===== src/tbips_pkg.sv =====
/*
 * Shared definitions for the two-bit I/O port with shared serial pins:
 * register indices, byte addresses, reset values, bus response codes,
 * state encodings and the per-pin configuration carrier.
 * Assumes a 32-bit AXI4-Lite register bus with a 16-bit byte address.
 */
package tbips_pkg;

	// Port geometry
	localparam int PORT_BITS = 2;
	localparam int REG_WIDTH = 8;
	localparam int AXI_ADDR_W = 16;
	localparam int AXI_DATA_W = 32;

	// Register indices as printed; byte address is four times the index
	localparam logic [15:0] IDX_PIN_LEVEL_READBACK = 16'h0016;
	localparam logic [15:0] IDX_OUTPUT_LATCH = 16'h0009;
	localparam logic [15:0] IDX_DIRECTION_SELECT = 16'h0F23;
	localparam logic [15:0] IDX_PULLUP_ENABLE = 16'h0F30;
	localparam logic [15:0] IDX_FUNCTION_SELECT = 16'h0F3D;
	localparam logic [15:0] IDX_OUTPUT_TYPE_SELECT = 16'h0F4A;

	localparam logic [15:0] ADDR_PIN_LEVEL_READBACK = 16'h0058;
	localparam logic [15:0] ADDR_OUTPUT_LATCH = 16'h0024;
	localparam logic [15:0] ADDR_DIRECTION_SELECT = 16'h3C8C;
	localparam logic [15:0] ADDR_PULLUP_ENABLE = 16'h3CC0;
	localparam logic [15:0] ADDR_FUNCTION_SELECT = 16'h3CF4;
	localparam logic [15:0] ADDR_OUTPUT_TYPE_SELECT = 16'h3D28;

	// Reset value of every writable control field
	localparam logic [1:0] CTRL_RESET = 2'h0;

	// Level the receive line idles at when no pin feeds it
	localparam logic RX_IDLE_LEVEL = 1'h1;

	// AXI response codes
	localparam logic [1:0] RESP_OKAY = 2'h0;
	localparam logic [1:0] RESP_SLVERR = 2'h2;

	// Write channel states, one-hot
	typedef enum logic [1:0] {
		WR_COLLECT = 2'h1,
		WR_RESPOND = 2'h2
	} tbips_wr_state_type;

	// Read channel states, one-hot
	typedef enum logic [1:0] {
		RD_IDLE = 2'h1,
		RD_RESPOND = 2'h2
	} tbips_rd_state_type;

	// Everything one pin cell needs from the register bank
	typedef struct packed {
		logic outputMode;
		logic serialFunction;
		logic openDrain;
		logic pullupRequest;
		logic latchValue;
	} tbips_pin_cfg_type;

	// What one pin cell hands back
	typedef struct packed {
		logic padOut;
		logic padOeN;
		logic pullupOn;
		logic readback;
	} tbips_pin_stat_type;

endpackage : tbips_pkg


===== src/tbips_pin_cell.sv =====
/*
 * One pin of the port: selects the output source, shapes push-pull or
 * open-drain drive, gates the pull-up and forms the readback bit.
 * Assumes the pad level arrives synchronous to the core clock.
 */
`timescale 1ns/1ps
module tbips_pin_cell import tbips_pkg::*; (
	input wire tbips_pin_cfg_type cfg,
	input wire logic uartTransmitLine,
	input wire logic padIn,
	output tbips_pin_stat_type stat
);

	logic driveValue;

	// Port latch or transmitter, whichever the function bit picks
	assign driveValue = cfg.serialFunction ? uartTransmitLine
		: cfg.latchValue;

	// Pin drive; open-drain only ever sinks, a high is released.
	// One process fills the whole status word, so it has one driver.
	always_comb begin
		stat.padOut = driveValue;
		if (!cfg.outputMode) begin
			stat.padOeN = 1'b1;
		end else if (cfg.openDrain) begin
			stat.padOeN = driveValue;
		end else begin
			stat.padOeN = 1'b0;
		end
		// Pull-up only where nothing drives high
		stat.pullupOn = cfg.pullupRequest
			& (~cfg.outputMode | cfg.openDrain);
		// Push-pull outputs read back zero, not their own drive
		stat.readback = (~cfg.outputMode | cfg.openDrain)
			& padIn;
	end

endmodule : tbips_pin_cell


===== src/tbips_port.sv =====
/*
 * Two-bit general-purpose I/O port whose pins double as the transmit
 * and receive lines of one serial channel, with its register bank on an
 * AXI4-Lite slave. Assumes synchronous pad inputs, an external pad that
 * resolves level from padOut and active-low padOeN, and a separate
 * serial pin selector that tells which pin is the receive pin.
 */
// The AXI4-Lite register port is this design's own decision.
// How it works
// - Output mode with latch zero drives the pin low.
// - Output latch one drives high; open-drain releases it instead.
// - Direction bit zero is input, one is output; bits 1 and 0 only.
// - Function bit zero takes the port latch, one the serial transmitter.
// - Output-type bit zero is push-pull, one is sink open-drain.
// - Pull-up connects only in input mode or open-drain.
// - Readback gives pin level, except zero for push-pull output.
// - Receive line takes the pin level while that pin is input.
// - Each pin's direction is set independently of the other.
`timescale 1ns/1ps
module tbips_port import tbips_pkg::*; (
	input wire logic core_clk,
	input wire logic rst_n,
	// AXI4-Lite slave
	input wire logic [AXI_ADDR_W-1:0] s_axi_awaddr,
	input wire logic [2:0] s_axi_awprot,
	input wire logic s_axi_awvalid,
	output logic s_axi_awready,
	input wire logic [AXI_DATA_W-1:0] s_axi_wdata,
	input wire logic [3:0] s_axi_wstrb,
	input wire logic s_axi_wvalid,
	output logic s_axi_wready,
	output logic [1:0] s_axi_bresp,
	output logic s_axi_bvalid,
	input wire logic s_axi_bready,
	input wire logic [AXI_ADDR_W-1:0] s_axi_araddr,
	input wire logic [2:0] s_axi_arprot,
	input wire logic s_axi_arvalid,
	output logic s_axi_arready,
	output logic [AXI_DATA_W-1:0] s_axi_rdata,
	output logic [1:0] s_axi_rresp,
	output logic s_axi_rvalid,
	input wire logic s_axi_rready,
	// Pads: port_pin_zero is bit 0, port_pin_one is bit 1
	input wire logic [PORT_BITS-1:0] padIn,
	output logic [PORT_BITS-1:0] padOut,
	output logic [PORT_BITS-1:0] padOeN,
	output logic [PORT_BITS-1:0] pullupOn,
	// Serial channel
	input wire logic uartTransmitLine,
	output logic uartReceiveLine,
	input wire logic receivePinSelect
);

	// Control registers, two live bits each
	logic [PORT_BITS-1:0] outputLatch_q;
	logic [PORT_BITS-1:0] directionSelect_q;
	logic [PORT_BITS-1:0] pullupEnable_q;
	logic [PORT_BITS-1:0] functionSelect_q;
	logic [PORT_BITS-1:0] outputTypeSelect_q;

	// Write channel
	tbips_wr_state_type wrState_q;
	logic awHeld_q;
	logic wHeld_q;
	logic [AXI_ADDR_W-1:0] wrAddr_q;
	logic [PORT_BITS-1:0] wrData_q;
	logic wrLaneZero_q;
	logic [1:0] bresp_q;
	logic awTake;
	logic wTake;
	logic wrFire;
	logic [AXI_ADDR_W-1:0] wrAddrNow;
	logic [PORT_BITS-1:0] wrDataNow;
	logic wrLaneNow;

	// Read channel
	tbips_rd_state_type rdState_q;
	logic [AXI_DATA_W-1:0] rdata_q;
	logic [1:0] rresp_q;
	logic arTake;

	// Pin cells
	tbips_pin_cfg_type [PORT_BITS-1:0] pinCfg;
	tbips_pin_stat_type [PORT_BITS-1:0] pinStat;
	logic [PORT_BITS-1:0] readbackBits;

	// Address decode shared by both channels; anything else is unmapped
	function automatic logic addrMapped(input logic [AXI_ADDR_W-1:0] a);
		case (a)
			ADDR_PIN_LEVEL_READBACK, ADDR_OUTPUT_LATCH,
			ADDR_DIRECTION_SELECT, ADDR_PULLUP_ENABLE,
			ADDR_FUNCTION_SELECT, ADDR_OUTPUT_TYPE_SELECT: begin
				addrMapped = 1'b1;
			end
			default: begin
				addrMapped = 1'b0;
			end
		endcase
	endfunction : addrMapped

	// ------------------------------------------------------------
	// Write channel: address and data may arrive in either order
	// ------------------------------------------------------------

	// Each half is taken once and held until the other half lands
	assign s_axi_awready = (wrState_q == WR_COLLECT) & ~awHeld_q;
	assign s_axi_wready = (wrState_q == WR_COLLECT) & ~wHeld_q;
	assign awTake = s_axi_awvalid & s_axi_awready;
	assign wTake = s_axi_wvalid & s_axi_wready;

	// Fire in the cycle the second half lands, so no cycle is wasted
	assign wrFire = (wrState_q == WR_COLLECT)
		& (awHeld_q | awTake) & (wHeld_q | wTake);
	assign wrAddrNow = awHeld_q ? wrAddr_q : s_axi_awaddr;
	assign wrDataNow = wHeld_q ? wrData_q : s_axi_wdata[PORT_BITS-1:0];
	assign wrLaneNow = wHeld_q ? wrLaneZero_q : s_axi_wstrb[0];

	// Capture of the two halves
	always_ff @(posedge core_clk or negedge rst_n) begin
		if (!rst_n) begin
			awHeld_q <= 1'b0;
			wHeld_q <= 1'b0;
			wrAddr_q <= '0;
			wrData_q <= '0;
			wrLaneZero_q <= 1'b0;
		end else if (wrFire) begin
			awHeld_q <= 1'b0;
			wHeld_q <= 1'b0;
		end else begin
			if (awTake) begin
				awHeld_q <= 1'b1;
				wrAddr_q <= s_axi_awaddr;
			end
			if (wTake) begin
				wHeld_q <= 1'b1;
				wrData_q <= s_axi_wdata[PORT_BITS-1:0];
				wrLaneZero_q <= s_axi_wstrb[0];
			end
		end
	end

	// Write state and response
	always_ff @(posedge core_clk or negedge rst_n) begin
		if (!rst_n) begin
			wrState_q <= WR_COLLECT;
			bresp_q <= RESP_OKAY;
		end else begin
			case (wrState_q)
				WR_COLLECT: begin
					if (wrFire) begin
						wrState_q <= WR_RESPOND;
						bresp_q <= addrMapped(wrAddrNow)
							? RESP_OKAY : RESP_SLVERR;
					end
				end
				WR_RESPOND: begin
					if (s_axi_bready) begin
						wrState_q <= WR_COLLECT;
					end
				end
				default: begin
					wrState_q <= WR_COLLECT;
				end
			endcase
		end
	end

	assign s_axi_bvalid = (wrState_q == WR_RESPOND);
	assign s_axi_bresp = bresp_q;

	// ------------------------------------------------------------
	// Register bank; only byte lane 0 carries live bits
	// ------------------------------------------------------------

	// Each register written only when lane 0 is strobed
	always_ff @(posedge core_clk or negedge rst_n) begin
		if (!rst_n) begin
			outputLatch_q <= CTRL_RESET;
			directionSelect_q <= CTRL_RESET;
			pullupEnable_q <= CTRL_RESET;
			functionSelect_q <= CTRL_RESET;
			outputTypeSelect_q <= CTRL_RESET;
		end else if (wrFire && wrLaneNow) begin
			case (wrAddrNow)
				ADDR_OUTPUT_LATCH: begin
					outputLatch_q <= wrDataNow;
				end
				ADDR_DIRECTION_SELECT: begin
					directionSelect_q <= wrDataNow;
				end
				ADDR_PULLUP_ENABLE: begin
					pullupEnable_q <= wrDataNow;
				end
				ADDR_FUNCTION_SELECT: begin
					functionSelect_q <= wrDataNow;
				end
				ADDR_OUTPUT_TYPE_SELECT: begin
					outputTypeSelect_q <= wrDataNow;
				end
				default: begin
					// Readback is read-only; unmapped writes drop
				end
			endcase
		end
	end

	// ------------------------------------------------------------
	// Read channel
	// ------------------------------------------------------------

	assign s_axi_arready = (rdState_q == RD_IDLE);
	assign arTake = s_axi_arvalid & s_axi_arready;

	// Pin level is sampled at the address edge, not when rready arrives
	always_ff @(posedge core_clk or negedge rst_n) begin
		if (!rst_n) begin
			rdState_q <= RD_IDLE;
			rdata_q <= '0;
			rresp_q <= RESP_OKAY;
		end else begin
			case (rdState_q)
				RD_IDLE: begin
					if (arTake) begin
						rdState_q <= RD_RESPOND;
						rresp_q <= addrMapped(s_axi_araddr)
							? RESP_OKAY : RESP_SLVERR;
						rdata_q <= '0;
						case (s_axi_araddr)
							ADDR_PIN_LEVEL_READBACK: begin
								rdata_q[PORT_BITS-1:0] <= readbackBits;
							end
							ADDR_OUTPUT_LATCH: begin
								rdata_q[PORT_BITS-1:0] <= outputLatch_q;
							end
							ADDR_DIRECTION_SELECT: begin
								rdata_q[PORT_BITS-1:0] <= directionSelect_q;
							end
							ADDR_PULLUP_ENABLE: begin
								rdata_q[PORT_BITS-1:0] <= pullupEnable_q;
							end
							ADDR_FUNCTION_SELECT: begin
								rdata_q[PORT_BITS-1:0] <= functionSelect_q;
							end
							ADDR_OUTPUT_TYPE_SELECT: begin
								rdata_q[PORT_BITS-1:0] <= outputTypeSelect_q;
							end
							default: begin
								rdata_q <= '0;
							end
						endcase
					end
				end
				RD_RESPOND: begin
					if (s_axi_rready) begin
						rdState_q <= RD_IDLE;
					end
				end
				default: begin
					rdState_q <= RD_IDLE;
				end
			endcase
		end
	end

	assign s_axi_rvalid = (rdState_q == RD_RESPOND);
	assign s_axi_rdata = rdata_q;
	assign s_axi_rresp = rresp_q;

	// ------------------------------------------------------------
	// Pins
	// ------------------------------------------------------------

	// One cell per pin, each with its own direction and controls
	generate
		for (genvar i = 0; i < PORT_BITS; i++) begin : gPin
			assign pinCfg[i].outputMode = directionSelect_q[i];
			assign pinCfg[i].serialFunction = functionSelect_q[i];
			assign pinCfg[i].openDrain = outputTypeSelect_q[i];
			assign pinCfg[i].pullupRequest = pullupEnable_q[i];
			assign pinCfg[i].latchValue = outputLatch_q[i];

			tbips_pin_cell uPinCell (
				.cfg(pinCfg[i]),
				.uartTransmitLine(uartTransmitLine),
				.padIn(padIn[i]),
				.stat(pinStat[i])
			);

			assign padOut[i] = pinStat[i].padOut;
			assign padOeN[i] = pinStat[i].padOeN;
			assign pullupOn[i] = pinStat[i].pullupOn;
			assign readbackBits[i] = pinStat[i].readback;
		end
	endgenerate

	// Receive line follows the selected pin only while it is an input;
	// the pin choice itself belongs to the external serial selector
	always_comb begin
		if (!directionSelect_q[receivePinSelect]) begin
			uartReceiveLine = padIn[receivePinSelect];
		end else begin
			uartReceiveLine = RX_IDLE_LEVEL;
		end
	end

endmodule : tbips_port


===== config.mk =====
export PLATFORM = sky130hd
export DESIGN_NAME = tbips_port
export DESIGN_NICKNAME = d
export VERILOG_FILES = /design/src/tbips_pkg.sv /design/src/tbips_pin_cell.sv /design/src/tbips_port.sv
export SDC_FILE = /design/constraint.sdc
export NUM_CORES = 1
export LEC_CHECK = 0
export ABC_AREA = 1
export ABC_CLOCK_PERIOD_IN_PS = 1620
export BUFFER_PORTS_ARGS = -buffer_cell sky130_fd_sc_hd__buf_2
export CORE_MARGIN = 8
export CORE_UTILIZATION = 43
export CTS_CLUSTER_SIZE = 28
export DETAILED_ROUTE_END_ITERATION = 6
export PLACE_DENSITY = 0.82
export SYNTH_ARGS = -nofsm -noshare
export SYNTH_HDL_FRONTEND = slang
export SYNTH_SLANG_ARGS = --single-unit

===== constraint.sdc =====
create_clock -name core_clk -period 1.62 [get_ports core_clk]
set_clock_uncertainty 0.2 [all_clocks]
set_input_delay 0.324 -clock core_clk [delete_from_list [all_inputs] [get_ports core_clk]]
set_output_delay 0.324 -clock core_clk [all_outputs]
set_load 0.03 [all_outputs]

==> impl_metrics.yaml <==
cts:
  clk_latency_ns: 0.30
  cts_root_buffer: "clkbuf_8"
  ctsHtreeMaxLevel: 2
  cts_tree: "yes"
  cts_buffers: 5
  clk_path_buf_depth: 2
  clkTransAtPathRegs_ns: 0.08
  cts_sinks: 39
timing:
  worst_pin_slew_ns: 0.591
  setup_viol: 40
  hold_violations: 0
  slew_headroom: 0.603
  timing.fmax_mhz: 544
  finalWorstSetupSlack_ns: -0.220
  fin_crit_sh: 1.14
  hold_ws_ns: 0.0820
  fin_crit_ns: 1.84
  report.final.slew_viol_count: 0
  fin_tns_setup_ns: -4.79
  grt_setup_unrepaired: "true"
synth:
  seq_area_frac_synth: 0.333
  synth_edf_count: 0
  synth_area_leaders: "dfrtp_1, nand2_1, buf_4"
  ys_ff_latch: 39
  synthCells: 449
  syn-mean-instance-area_um2: 6.55
  synth_top_flop_cell: "dfrtp_1"
  synth_cell_types: 29
  synth_top_area_frac: 0.315
  ys_top_cells_by_count: "nand2_1, inv_1, nor2_1, dfrtp_1, buf_4"
  yosys.area.top_type: "dfrtp_1"
  syn_area_um2: 2940
  yosysMostFrequentCell: "nand2_1"
  synthArstFlopShare: 1.00
  yosysWarnings: 0
global_route:
  grt_pass1_vias: 2903
  grt_overflow: 0
  grt_pass1_wl_um: 12800
  track_usage: 0.158
  grt_max_degree: 40
  grt_antenna_before_repair: 0
worst_setup_path:
  cp.buffers_inverters: 1
  crit_chain: "buf_6 > nand2_1 > nand2_1 > nor2_4 > nand2_2 > nor2_4 > nand2_2 > nand2_1 > nor2_1 > nand2_1 > nand2_1"
  crit_start: "awHeld_q"
  worstSetupStartpointType: "flip-flop"
  critical_path.top_delay_family: "simple AND/OR/NAND/NOR gates"
  reg2reg_from: "awHeld_q"
  cp-end-kind: "flip-flop"
  crit_arrival_ns: 1.84
  cp_max_fo: 14
  crit_slowest_cell: "dfrtp_2"
  worstPathRequired_ns: 1.62
  path_class: "reg -> reg"
  critPathMostFrequentCell: "nand2_1"
  slowest_delay_ns: 0.46
die:
  initial_core_util: 0.438
  io_pins: 133
  dieArea_um2: 9740
  fp.dieW_um: 98.7
  coreArea_um2: 6720
  die_y_um: 98.7
  rows: 30
layout:
  fin_nets: 628
  multiInputGateArea_um2: 1830
  fin_cells: 624
  fin_area_um2: 4020
  register_area_um2: 980
  diodes: 0
  area_growth_pct: 36.6
  layout-drive-gt1-share: 0.390
  fillers: 619
detailed_routing:
  wirelength_um: 8130
  drtIter0Drc: 139
  via_per_inst: 4.85
  ant_nets: 0
  wl_per_cell_um: 13.0
  drt_pre_antenna_iters: 4
  route.detailed.drc: 0
  vias: 3026
power:
  powerDensity_nw_per_um2: 1530
  max-vdd-ir-drop_uv: 1180
  p_leak_nw: 2.17
place:
  place_area_um2: 3310
  hpwl_um: 5650
  port_buffers: 61
  dp_cells: 596
  place.gp.congestion: 1.00
flow_run:
  maxCapViolCount: 0
run_status:
  status: "finished with violations"
  violations: "negative setup slack"
worst_hold_path:
  worstHoldStart: "s_axi_wdata[0]"
  hold_class: "in -> reg"
## cells in the final DEF, fill, tap and decap left out, types with 2 or more instances in the layout
master / synthesis / routed
dfrtp_1: 37 / 36
clkbuf_1: 0 / 3
and2_1: 2 / 2
o21ai_2: 0 / 13
or2_2: 2 / 2
clkbuf_8: 0 / 5
o21ai_0: 30 / 6
dfstp_2: 2 / 2
nand4_1: 8 / 8
a21oi_1: 6 / 4
o21ai_1: 12 / 22
buf_4: 34 / 18
nor2_4: 7 / 13
inv_2: 1 / 5
buf_12: 0 / 5
nand3_1: 14 / 12
buf_8: 2 / 2
nor3_1: 5 / 5
buf_6: 3 / 21
nor2_2: 4 / 14
nand2_1: 139 / 105
nand2_2: 16 / 37
conb_1: 1 / 32
inv_1: 67 / 62
buf_2: 3 / 50
nand2_4: 1 / 14
nor2_1: 47 / 31
## what timing repair did
item | CTS | global route
endpoints found under the setup margin | 42 | 45
hold buffers | 1 | 0
gates cloned | 3 | 0
pin swaps | 13 | 15
setup buffers | 13 | 7
endpoints found under the hold margin | 37 | 0
resized for setup | 75 | 91
## registers in the layout, indices dropped and copies added, names as in the netlist, 2 cells and up
signal and flops:
wrData_q 2, functionSelect_q 2, outputLatch_q 2, directionSelect_q 2
rdState_q 2, pullupEnable_q 2, outputTypeSelect_q 2, s_axi_rdata 2
wrAddr_q 16, wrState_q 2
## kinds of logic after synthesis
kind of cell           share of synthesized area
DFF                                        0.333
buffers and inverters                      0.202
other                                    0.00127
and+or+nand+nor                            0.374
muxes                                    0.00383
AOI/OAI and AO/OA                         0.0868
## cell type report
cell class / instances / share of cell area
clock buffer: 8 / 0.0199
tap: 80 / 0.0249
inverter: 69 / 0.0663
sequential: 39 / 0.244
timing repair buffer: 97 / 0.190
multi-input combinational: 331 / 0.455
## routing by layer
layer / routed length (um) / share of wire / track usage
met5: 0 / 0 / 0
met4: 192 / 0.024 / 0.0673
met3: 701 / 0.086 / 0.0557
met2: 4100 / 0.50 / 0.278
met1: 3140 / 0.39 / 0.165
## where the power goes
| part | internal (W) | total (W) | switching (W) |
|---|---|---|---|
| Sequential | 0.00132 | 0.00163 | 0.000314 |
| Combinational | 0.00162 | 0.00387 | 0.00225 |
| Clock | 0.000306 | 0.000635 | 0.000329 |
| Total | 0.00325 | 0.00614 | 0.00289 |
## worst paths after layout
check	slack, ns	cells after the start	endpoint
min in group asynchronous	0.32	3	wrState_q[1]
max	-0.22	11	s_axi_bresp[1]
max reg2reg	-0.22	11	s_axi_bresp[1]
min	0.08	3	wrData_q[0]
min reg2reg	0.30	2	s_axi_bresp[1]
max in group asynchronous	0.64	3	rdState_q[0]
## stage by stage
stage,worst slack [ns],total power (W),utilization
finish,-0.220,0.00614,0.598
global route,-0.291,0.00654,0.598
floorplan,-0.0147,0.00353,-
global placement,-0.146,0.00405,0.492
CTS,-0.189,0.00550,0.558
detailed placement,-0.193,0.00417,0.492
## worst reg2reg max path: stages (launching register included)
cell and delay, ns:
dfrtp_2 0.46, buf_6 0.17, nand2_1 0.09, nand2_1 0.11
nor2_4 0.14, nand2_2 0.08, nor2_4 0.16, nand2_2 0.11
nand2_1 0.09, nor2_1 0.04, nand2_1 0.05, nand2_1 0.04
Power figures use the tool's default switching activity.
